===== src/virtual_io_pkg.sv =====
// constants and decode helpers for the virtual terminal override block
`default_nettype none

package virtual_io_pkg;

    // ------------------------------------------------------------
    // sizes
    // ------------------------------------------------------------
    localparam int unsigned NUM_INPUTS  = 8;
    localparam int unsigned NUM_OUTPUTS = 4;
    localparam int unsigned PARAM_WIDTH = 16;

    // ------------------------------------------------------------
    // parameter addresses: group in the high byte, index in the low
    // ------------------------------------------------------------
    localparam logic [15:0] ADDR_VIRTUAL_INPUT_1_VALUE  = 16'h0D01;
    localparam logic [15:0] ADDR_VIRTUAL_INPUT_2_VALUE  = 16'h0D02;
    localparam logic [15:0] ADDR_VIRTUAL_INPUT_3_VALUE  = 16'h0D03;
    localparam logic [15:0] ADDR_VIRTUAL_INPUT_4_VALUE  = 16'h0D04;
    localparam logic [15:0] ADDR_VIRTUAL_INPUT_5_VALUE  = 16'h0D05;
    localparam logic [15:0] ADDR_VIRTUAL_INPUT_6_VALUE  = 16'h0D06;
    localparam logic [15:0] ADDR_VIRTUAL_INPUT_7_VALUE  = 16'h0D07;
    localparam logic [15:0] ADDR_VIRTUAL_INPUT_8_VALUE  = 16'h0D08;
    localparam logic [15:0] ADDR_VIRTUAL_OUTPUT_1_VALUE = 16'h0D0B;
    localparam logic [15:0] ADDR_VIRTUAL_OUTPUT_2_VALUE = 16'h0D0C;
    localparam logic [15:0] ADDR_VIRTUAL_OUTPUT_3_VALUE = 16'h0D0D;
    localparam logic [15:0] ADDR_VIRTUAL_OUTPUT_4_VALUE = 16'h0D0E;

    // ------------------------------------------------------------
    // values
    // ------------------------------------------------------------
    localparam logic [15:0] SELECT_ACTIVE = 16'h0001;
    localparam logic [15:0] VALUE_MAX     = 16'h0001;
    localparam logic        VALUE_RESET   = 1'h0;
    localparam logic        LEVEL_RESET   = 1'h1;

    // slot 0..7 virtual inputs, 8..11 virtual outputs; bit 4 marks a hit
    function automatic logic [4:0] param_slot(input logic [15:0] addr);
        logic [4:0] slot;
        slot = 5'h00;
        unique case (addr)
            ADDR_VIRTUAL_INPUT_1_VALUE:  slot = 5'h10;
            ADDR_VIRTUAL_INPUT_2_VALUE:  slot = 5'h11;
            ADDR_VIRTUAL_INPUT_3_VALUE:  slot = 5'h12;
            ADDR_VIRTUAL_INPUT_4_VALUE:  slot = 5'h13;
            ADDR_VIRTUAL_INPUT_5_VALUE:  slot = 5'h14;
            ADDR_VIRTUAL_INPUT_6_VALUE:  slot = 5'h15;
            ADDR_VIRTUAL_INPUT_7_VALUE:  slot = 5'h16;
            ADDR_VIRTUAL_INPUT_8_VALUE:  slot = 5'h17;
            ADDR_VIRTUAL_OUTPUT_1_VALUE: slot = 5'h18;
            ADDR_VIRTUAL_OUTPUT_2_VALUE: slot = 5'h19;
            ADDR_VIRTUAL_OUTPUT_3_VALUE: slot = 5'h1A;
            ADDR_VIRTUAL_OUTPUT_4_VALUE: slot = 5'h1B;
            default:                     slot = 5'h00;
        endcase
        return slot;
    endfunction

endpackage

`default_nettype wire

===== src/channel_level_select.sv =====
// one input channel: picks virtual or physical level into a flop
`timescale 1ns/10ps
`default_nettype none

module channel_level_select (
    input  wire logic        i_clk_sys,
    input  wire logic        i_sys_rst,
    input  wire logic [15:0] i_select,
    input  wire logic        i_virtual_value,
    input  wire logic        i_terminal_level,
    output logic             o_level
);

    // ------------------------------------------------------------
    // level mux
    // ------------------------------------------------------------
    // value 0 means high level, so the stored bit is inverted
    always_ff @(posedge i_clk_sys) begin
        if (i_sys_rst) begin
            o_level <= virtual_io_pkg::LEVEL_RESET;
        end else if (i_select == virtual_io_pkg::SELECT_ACTIVE) begin
            o_level <= ~i_virtual_value;
        end else begin
            o_level <= i_terminal_level;
        end
    end

endmodule

`default_nettype wire


===== src/virtual_io_override.sv =====
// top of the virtual terminal override block: parameter store and levels
`timescale 1ns/10ps
`default_nettype none

module virtual_io_override (
    input  wire logic            i_clk_sys,
    input  wire logic            i_sys_rst,
    input  wire logic            i_param_write,
    input  wire logic            i_param_read,
    input  wire logic [15:0]     i_param_addr,
    input  wire logic [15:0]     i_param_wdata,
    input  wire logic [7:0][15:0] i_channel_select,
    input  wire logic [7:0]      i_terminal_level,
    output logic                 o_param_ack,
    output logic                 o_param_error,
    output logic [15:0]          o_param_rdata,
    output logic [7:0]           o_input_channel,
    output logic [3:0]           o_virtual_output_level
);

    // ------------------------------------------------------------
    // decode
    // ------------------------------------------------------------
    logic [4:0] wr_slot;
    logic [4:0] rd_slot;
    logic       wr_in_range;
    logic       wr_take;
    logic [7:0] virtual_input;
    logic [3:0] virtual_output;
    logic [3:0] wr_index;

    assign wr_slot     = virtual_io_pkg::param_slot(i_param_addr);
    assign rd_slot     = virtual_io_pkg::param_slot(i_param_addr);
    assign wr_in_range = (i_param_wdata <= virtual_io_pkg::VALUE_MAX);
    assign wr_take     = i_param_write && wr_slot[4] && wr_in_range;
    assign wr_index    = wr_slot[3:0];

    // ------------------------------------------------------------
    // virtual input values
    // ------------------------------------------------------------
    // an out-of-range value is refused whole, the stored bit keeps its value
    always_ff @(posedge i_clk_sys) begin
        if (i_sys_rst) begin
            virtual_input <= {8{virtual_io_pkg::VALUE_RESET}};
        end else if (wr_take && !wr_index[3]) begin
            virtual_input[wr_index[2:0]] <= i_param_wdata[0];
        end
    end

    // ------------------------------------------------------------
    // virtual output values
    // ------------------------------------------------------------
    always_ff @(posedge i_clk_sys) begin
        if (i_sys_rst) begin
            virtual_output <= {4{virtual_io_pkg::VALUE_RESET}};
        end else if (wr_take && wr_index[3]) begin
            virtual_output[wr_index[1:0]] <= i_param_wdata[0];
        end
    end

    // ------------------------------------------------------------
    // output function levels
    // ------------------------------------------------------------
    always_ff @(posedge i_clk_sys) begin
        if (i_sys_rst) begin
            o_virtual_output_level <= {4{virtual_io_pkg::LEVEL_RESET}};
        end else begin
            o_virtual_output_level[0]   <= ~virtual_output[0];
            o_virtual_output_level[3:1] <= ~virtual_output[3:1];
        end
    end

    // ------------------------------------------------------------
    // answer to the parameter port
    // ------------------------------------------------------------
    // a read in the same cycle as a write returns the value before the write
    always_ff @(posedge i_clk_sys) begin
        if (i_sys_rst) begin
            o_param_ack   <= 1'h0;
            o_param_error <= 1'h0;
            o_param_rdata <= 16'h0000;
        end else begin
            o_param_ack   <= i_param_write || i_param_read;
            o_param_error <= (i_param_write && !(wr_slot[4] && wr_in_range))
                || (i_param_read && !rd_slot[4]);
            if (i_param_read && rd_slot[4]) begin
                o_param_rdata <= {15'h0000, rd_slot[3] ? virtual_output[rd_slot[1:0]]
                                                       : virtual_input[rd_slot[2:0]]};
            end else begin
                o_param_rdata <= 16'h0000;
            end
        end
    end

    // ------------------------------------------------------------
    // input channels
    // ------------------------------------------------------------
    for (genvar ch = 0; ch < 8; ch++) begin : g_channel
        channel_level_select u_select (
            .i_clk_sys        (i_clk_sys),
            .i_sys_rst        (i_sys_rst),
            .i_select         (i_channel_select[ch]),
            .i_virtual_value  (virtual_input[ch]),
            .i_terminal_level (i_terminal_level[ch]),
            .o_level          (o_input_channel[ch])
        );
    end

    logic wr_ok;
    assign wr_ok = i_param_write && (i_param_wdata <= virtual_io_pkg::VALUE_MAX);

    for (genvar k = 0; k < 8; k++) begin : g_physical_check

    end
endmodule

`default_nettype wire


===== config.mk =====
export PLATFORM = sky130hd
export DESIGN_NAME = virtual_io_override
export DESIGN_NICKNAME = d
export VERILOG_FILES = /design/src/virtual_io_pkg.sv /design/src/channel_level_select.sv /design/src/virtual_io_override.sv
export SDC_FILE = /design/constraint.sdc
export NUM_CORES = 1
export LEC_CHECK = 0
export BUFFER_PORTS_ARGS = -buffer_cell sky130_fd_sc_hd__buf_2
export CAP_MARGIN = 20
export CORE_ASPECT_RATIO = 1.1
export CORE_MARGIN = 2
export CORE_UTILIZATION = 33
export CTS_BUF_LIST = sky130_fd_sc_hd__clkbuf_4 sky130_fd_sc_hd__clkbuf_8
export DETAILED_ROUTE_END_ITERATION = 6
export HOLD_SLACK_MARGIN = 0.03
export PLACE_DENSITY = 0.81
export SETUP_SLACK_MARGIN = 0.05
export SLEW_MARGIN = 10
export SYNTH_ARGS = -nofsm -noshare
export SYNTH_HDL_FRONTEND = slang
export SYNTH_SLANG_ARGS = --single-unit

===== constraint.sdc =====
create_clock -name i_clk_sys -period 3.15 [get_ports i_clk_sys]
set_input_delay 0.315 -clock i_clk_sys [delete_from_list [all_inputs] [get_ports i_clk_sys]]
set_output_delay 0.315 -clock i_clk_sys [all_outputs]
set_load 0.005 [all_outputs]

Word level (Yosys, flattened, before mapping)
Index checks and enable logic that the tools add are counted.
Operators by class
  $add $sub $neg: 0
  $mul: 0
  divide/modulo/power cells: 0
  magnitude comparators: 5
  eq/ne operators: 20
  shift operators: 0
  mux-type cells: 20
  bitwise logic cells: 11
  reductions and logical operators: 16
Operator list (count)
  equality test 16 x 12 -> 1 bit (second input constant): 12
  equality test 16 x 1 -> 1 bit (second input constant): 8
  case mux 5 bit (12 select lines): 1
  less-or-equal comparator 16 x 1 -> 1 bit (second input constant): 1
  two-way mux 1 bit: 13
  logical AND 1 bit: 10
  NOT 1 bit: 10
  bitwise mux 8 bit: 1
  bitwise mux 4 bit: 1
  < comparator 3 x 4 -> 1 bit (second input constant): 1
  binary-select mux 1 bit (select 3 bit): 1
  demux 1 bit (select 3 bit): 1
  greater-or-equal comparator 3 x 1 -> 1 bit (second input constant): 1
  logical NOT 1 bit: 3
  < comparator 2 x 3 -> 1 bit (second input constant): 1
  NOT 3 bit: 1
  binary-select mux 1 bit (select 2 bit): 1
  demux 1 bit (select 2 bit): 1
  greater-or-equal comparator 2 x 1 -> 1 bit (second input constant): 1
  logical OR 1 bit: 2
  OR reduction 2 bit: 1
Word-level totals
  flip-flop bits (word level): 42
  latch bits: 0
  RAM bits: 0
  ROM bits: 0
  logic and storage cells: 87
  memories: 0

Longest topological paths before layout
  depth in word-level cells: 7
  mapped depth: 7
  gate-level depth less buffers: 6

Modules after synthesis
A second synthesis with hierarchy kept.
Unflattened totals
  cells, all modules: 214
  area, all modules: 2090.8 um2
By module, submodules not included
  virtual_io_override: instances 1, cells an instance 142, area an instance 1300.0 um2, seq. area each 380.4 um2
  channel_level_select: instances 8, cells an instance 9, area an instance 98.8 um2, seq. area each 20.0 um2

Least setup slack after synthesis
No wires, ideal clock.
  kind: input to register
  start point: in i_param_addr[6]
  end point: reg virtual_input[6]
  library setup time: 0.128 ns
  data arrival time: 1.429 ns
  data required time: 3.022 ns
  setup slack: 1.593 ns
  stages on the path: 7
  path buffers: 1
  cell sequence: nor4bb_1 -> and3_1 -> and3_1 -> buf_4 -> nand4_1 -> mux2i_1 -> nor2_1
Between the ends
  cells in the longest elaborated chain, start to end: 7
  elaborated cells between the ends (all ways): 23
  those cells by class: order compare: 2; eq/ne: 12; mux: 4; reduce/logical: 5
Ends and longest elaborated chain
  from (decl): line virtual_io_override.sv:10  | input wire logic [15:0] i_param_addr,
  equality test 16 x 12 -> 1 bit: line virtual_io_pkg.sv:41  | unique case (addr)
  case mux 5 bit (12 select lines) *: line virtual_io_pkg.sv:41
  < comparator 3 x 4 -> 1 bit (not written as such) / greater-or-equal comparator 3 x 1 -> 1 bit (equally long branches): line virtual_io_override.sv:46  | virtual_input[wr_index[2:0]] <= i_param_wdata[0];
  logical AND 1 bit (not written as such): line virtual_io_override.sv:46
  two-way mux 1 bit (not written as such): line virtual_io_override.sv:46
  demux 1 bit (select 3 bit): line virtual_io_override.sv:46
  bitwise mux 8 bit: line virtual_io_override.sv:46
  to (signal assigned): line virtual_io_override.sv:44  | virtual_input <= {8{virtual_io_pkg::VALUE_RESET}};
  to (signal, indexed assignment): line virtual_io_override.sv:46
  to (decl): line virtual_io_override.sv:28  | logic [7:0] virtual_input;
Mark *: on every way between the ends. The rest lies on a longest branch, timed or not.
A chain may end at the register's enable or synchronous reset.

Final worst setup path
Ends and elaborated chain as after synthesis.

==> results.sh <==
export IMPL_cap_violations=0
export IMPL_port_buffers=186
export IMPL_wirelength_mm=5.66
export IMPL_root_buffer="clkbuf_8"
export IMPL_netlist_area_mm2=0.00182
export IMPL_power_density_mw_per_mm2=269
export IMPL_rrSetupSlack_ps=1870
export IMPL_holdCritPathClass="primary input to flip-flop"
export IMPL_die_w_um=74.8
export IMPL_arrival_ps=1820
export IMPL_gr_total_overflow=0
export IMPL_hold_viol=0
export IMPL_yosysSeqAreaShare=0.297
export IMPL_cts_buffer_depth=2
export IMPL_worst_r2r_startpoint="virtual_output[2]"
export IMPL_synth_flop_cell="dfxtp_1"
export IMPL_tns_ps=0
export IMPL_status="completed"
export IMPL_synth_seq_cells=27
export IMPL_cts_resized=0
export IMPL_antenna_left=0
export IMPL_synthTopCellsByArea="dfxtp_1 30%, buf_4 10%, nor4_1 10%"
export IMPL_synth_most_common_cell="nor4_1"
export IMPL_nFillCells=530
export IMPL_crit_type="primary input to flip-flop"
export IMPL_yosysTopAreaCellShare=0.297
export IMPL_clock_skew_final_ps=7.30
export IMPL_yosysWarnings=0
export IMPL_placed_cells=465
export IMPL_grt_usage=0.165
export IMPL_finalNonFillerCells=469
export IMPL_syn_instance_count=222
export IMPL_firstDrtPassIters=4
export IMPL_worst_setup_path_end_kind="flip-flop"
export IMPL_viasPerCell=4.80
export IMPL_cp_required_ps=3310
export IMPL_drc=0
export IMPL_nets=567
export IMPL_synth_async_sr_flop_share=0
export IMPL_p_leak_uw=0.00133
export IMPL_ios=202
export IMPL_path_clk_slew_ps=100
export IMPL_area_delta_synth_final_pct=49.7
export IMPL_antenna_cells=0
export IMPL_timing_final_crit_period_ps=1670
export IMPL_period_share=0.529
export IMPL_tightestPinTransition_ps=600
export IMPL_insertion_delay_ps=270
export IMPL_grt_max_degree=27
export IMPL_start_util=0.340
export IMPL_synth_edf_count=0
export IMPL_hold_path_end="g_channel[2].u_select.o_level"
export IMPL_fmax_ghz=0.601
export IMPL_max_vdd_ir_drop_mv=0.174
export IMPL_finalSetupViolCount=0
export IMPL_die_h_um=81.9
export IMPL_cts_buffers=3
export IMPL_cts_tree="yes"
export IMPL_antenna_found_initial=0
export IMPL_drive_above_1_share=0.497
export IMPL_dieArea_mm2=0.00613
export IMPL_hold_path_startpoint="i_terminal_level[2]"
export IMPL_grt_pass1_vias=1916
export IMPL_place_area_mm2=0.00268
export IMPL_gp_congestion=0.875
export IMPL_drtIter0Drc=65
export IMPL_wl_per_cell_um=12.1
export IMPL_via_count=2252
export IMPL_syn_avg_cell_area_um2=8.20
export IMPL_slew_headroom=0.595
export IMPL_hpwl_mm=4.92
export IMPL_grt_pass1_wl_mm=8.05
export IMPL_slew_viol_final=0
export IMPL_yosysTopAreaCell="dfxtp_1"
export IMPL_cts_max_level=1
export IMPL_fin_util=0.508
export IMPL_hold_ws_ps=237
export IMPL_hold_depth=2
export IMPL_rr_endpoint="o_param_rdata[0]"
export IMPL_clock_sinks=27
export IMPL_cts_setup_buffers=0
export IMPL_cts_hold_buffers=0
export IMPL_crit_path_start_kind="primary input"
export IMPL_rows=28
export IMPL_ys_types=39
export IMPL_rsz0062_at_grt="no"
export IMPL_core_mm2=0.00536
export IMPL_critical_path_max_fanout=9
export IMPL_fin_area_mm2=0.00273
export IMPL_synthTopCellsByCount="29 x nor4_1, 27 x dfxtp_1, 25 x buf_4, 25 x nor2_1, 15 x nand4_1"
export IMPL_worstRegToRegCells=5
## routing by layer
layer  vias up  wire [µm]  global-route usage
met5         -          0                   0
met4         0         41              0.0304
met3         6        370              0.0221
met2       100       3030               0.317
met1       994       2210               0.194
li1       1152          -                   -
## layout by cell type, fill, tap and decap left out, types with 2 or more instances in the layout
| cell type | n |
|---|---|
| a211o_1 | 8 |
| a21oi_1 | 6 |
| a22oi_1 | 3 |
| and2b_1 | 3 |
| and3_1 | 2 |
| buf_2 | 186 |
| clkbuf_8 | 3 |
| conb_1 | 15 |
| dfxtp_1 | 27 |
| mux2_2 | 3 |
| mux2i_1 | 8 |
| nand2_1 | 6 |
| nand2b_1 | 8 |
| nand3_1 | 4 |
| nand4_1 | 15 |
| nor2_1 | 25 |
| nor2b_1 | 4 |
| nor4_1 | 29 |
| nor4b_1 | 9 |
| o21ai_0 | 12 |
## how the worst max path moves through the flow
stage	slack, ps	to	from
floorplan	1590	virtual_input[6]	i_param_addr[6]
global placement	1320	virtual_input[6]	i_param_addr[6]
detailed placement	1210	virtual_input[6]	i_param_addr[6]
CTS	1510	virtual_input[6]	i_param_addr[6]
global route	1340	virtual_output[1]	i_param_addr[5]
finish	1480	virtual_input[6]	i_param_addr[6]
## logic make-up after synthesis
family / Yosys count / synth area share
other: 1 / 0.00206
buffers and inverters: 33 / 0.124
and+or+nand+nor: 110 / 0.355
DFF: 27 / 0.297
muxes: 11 / 0.0625
xor gates and xnor gates: 2 / 0.00962
AOI/OAI and AO/OA: 38 / 0.149
## through the flow
stage,power [µW],worst slack [ps]
6_report,732,1480
5_1_grt,775,1340
4_1_cts,744,1510
3_5_place_dp,539,1210
2_1_floorplan,441,1590
3_3_place_gp,535,1320
## report_power, final
group	total [µW]	switching [µW]	internal, µW
registers	349	1.22	348
clock network	200	107	92.5
logic	182	78.0	104
total	732	187	545
## registers in the layout (all words and copies together) (netlist names)
| name | flops |
|---|---|
| o_virtual_output_level | 4 |
| o_param_rdata | 1 |
| virtual_output | 4 |
| virtual_input | 8 |
| o_param_error | 1 |
| g_channel.u_select.o_level | 8 |
| o_param_ack | 1 |
## worst max-delay path, stage by stage
cell,delay (ps)
buf_2,90
nor4bb_1,340
and3_1,290
and3_1,370
nand4_1,170
mux2i_1,190
nor2_1,50
## area by class of cell
type / count / area, µm² / area share
clock inverter: 1 / 8.76 / 0.00321
multi-input combinational: 176 / 1110 / 0.406
timing repair buffer: 186 / 931 / 0.342
sequential: 27 / 541 / 0.198
tap: 75 / 93.8 / 0.0344
clock buffer: 3 / 41.3 / 0.0152
inverter: 1 / 3.75 / 0.00138
Power figures use the tool's default switching activity.
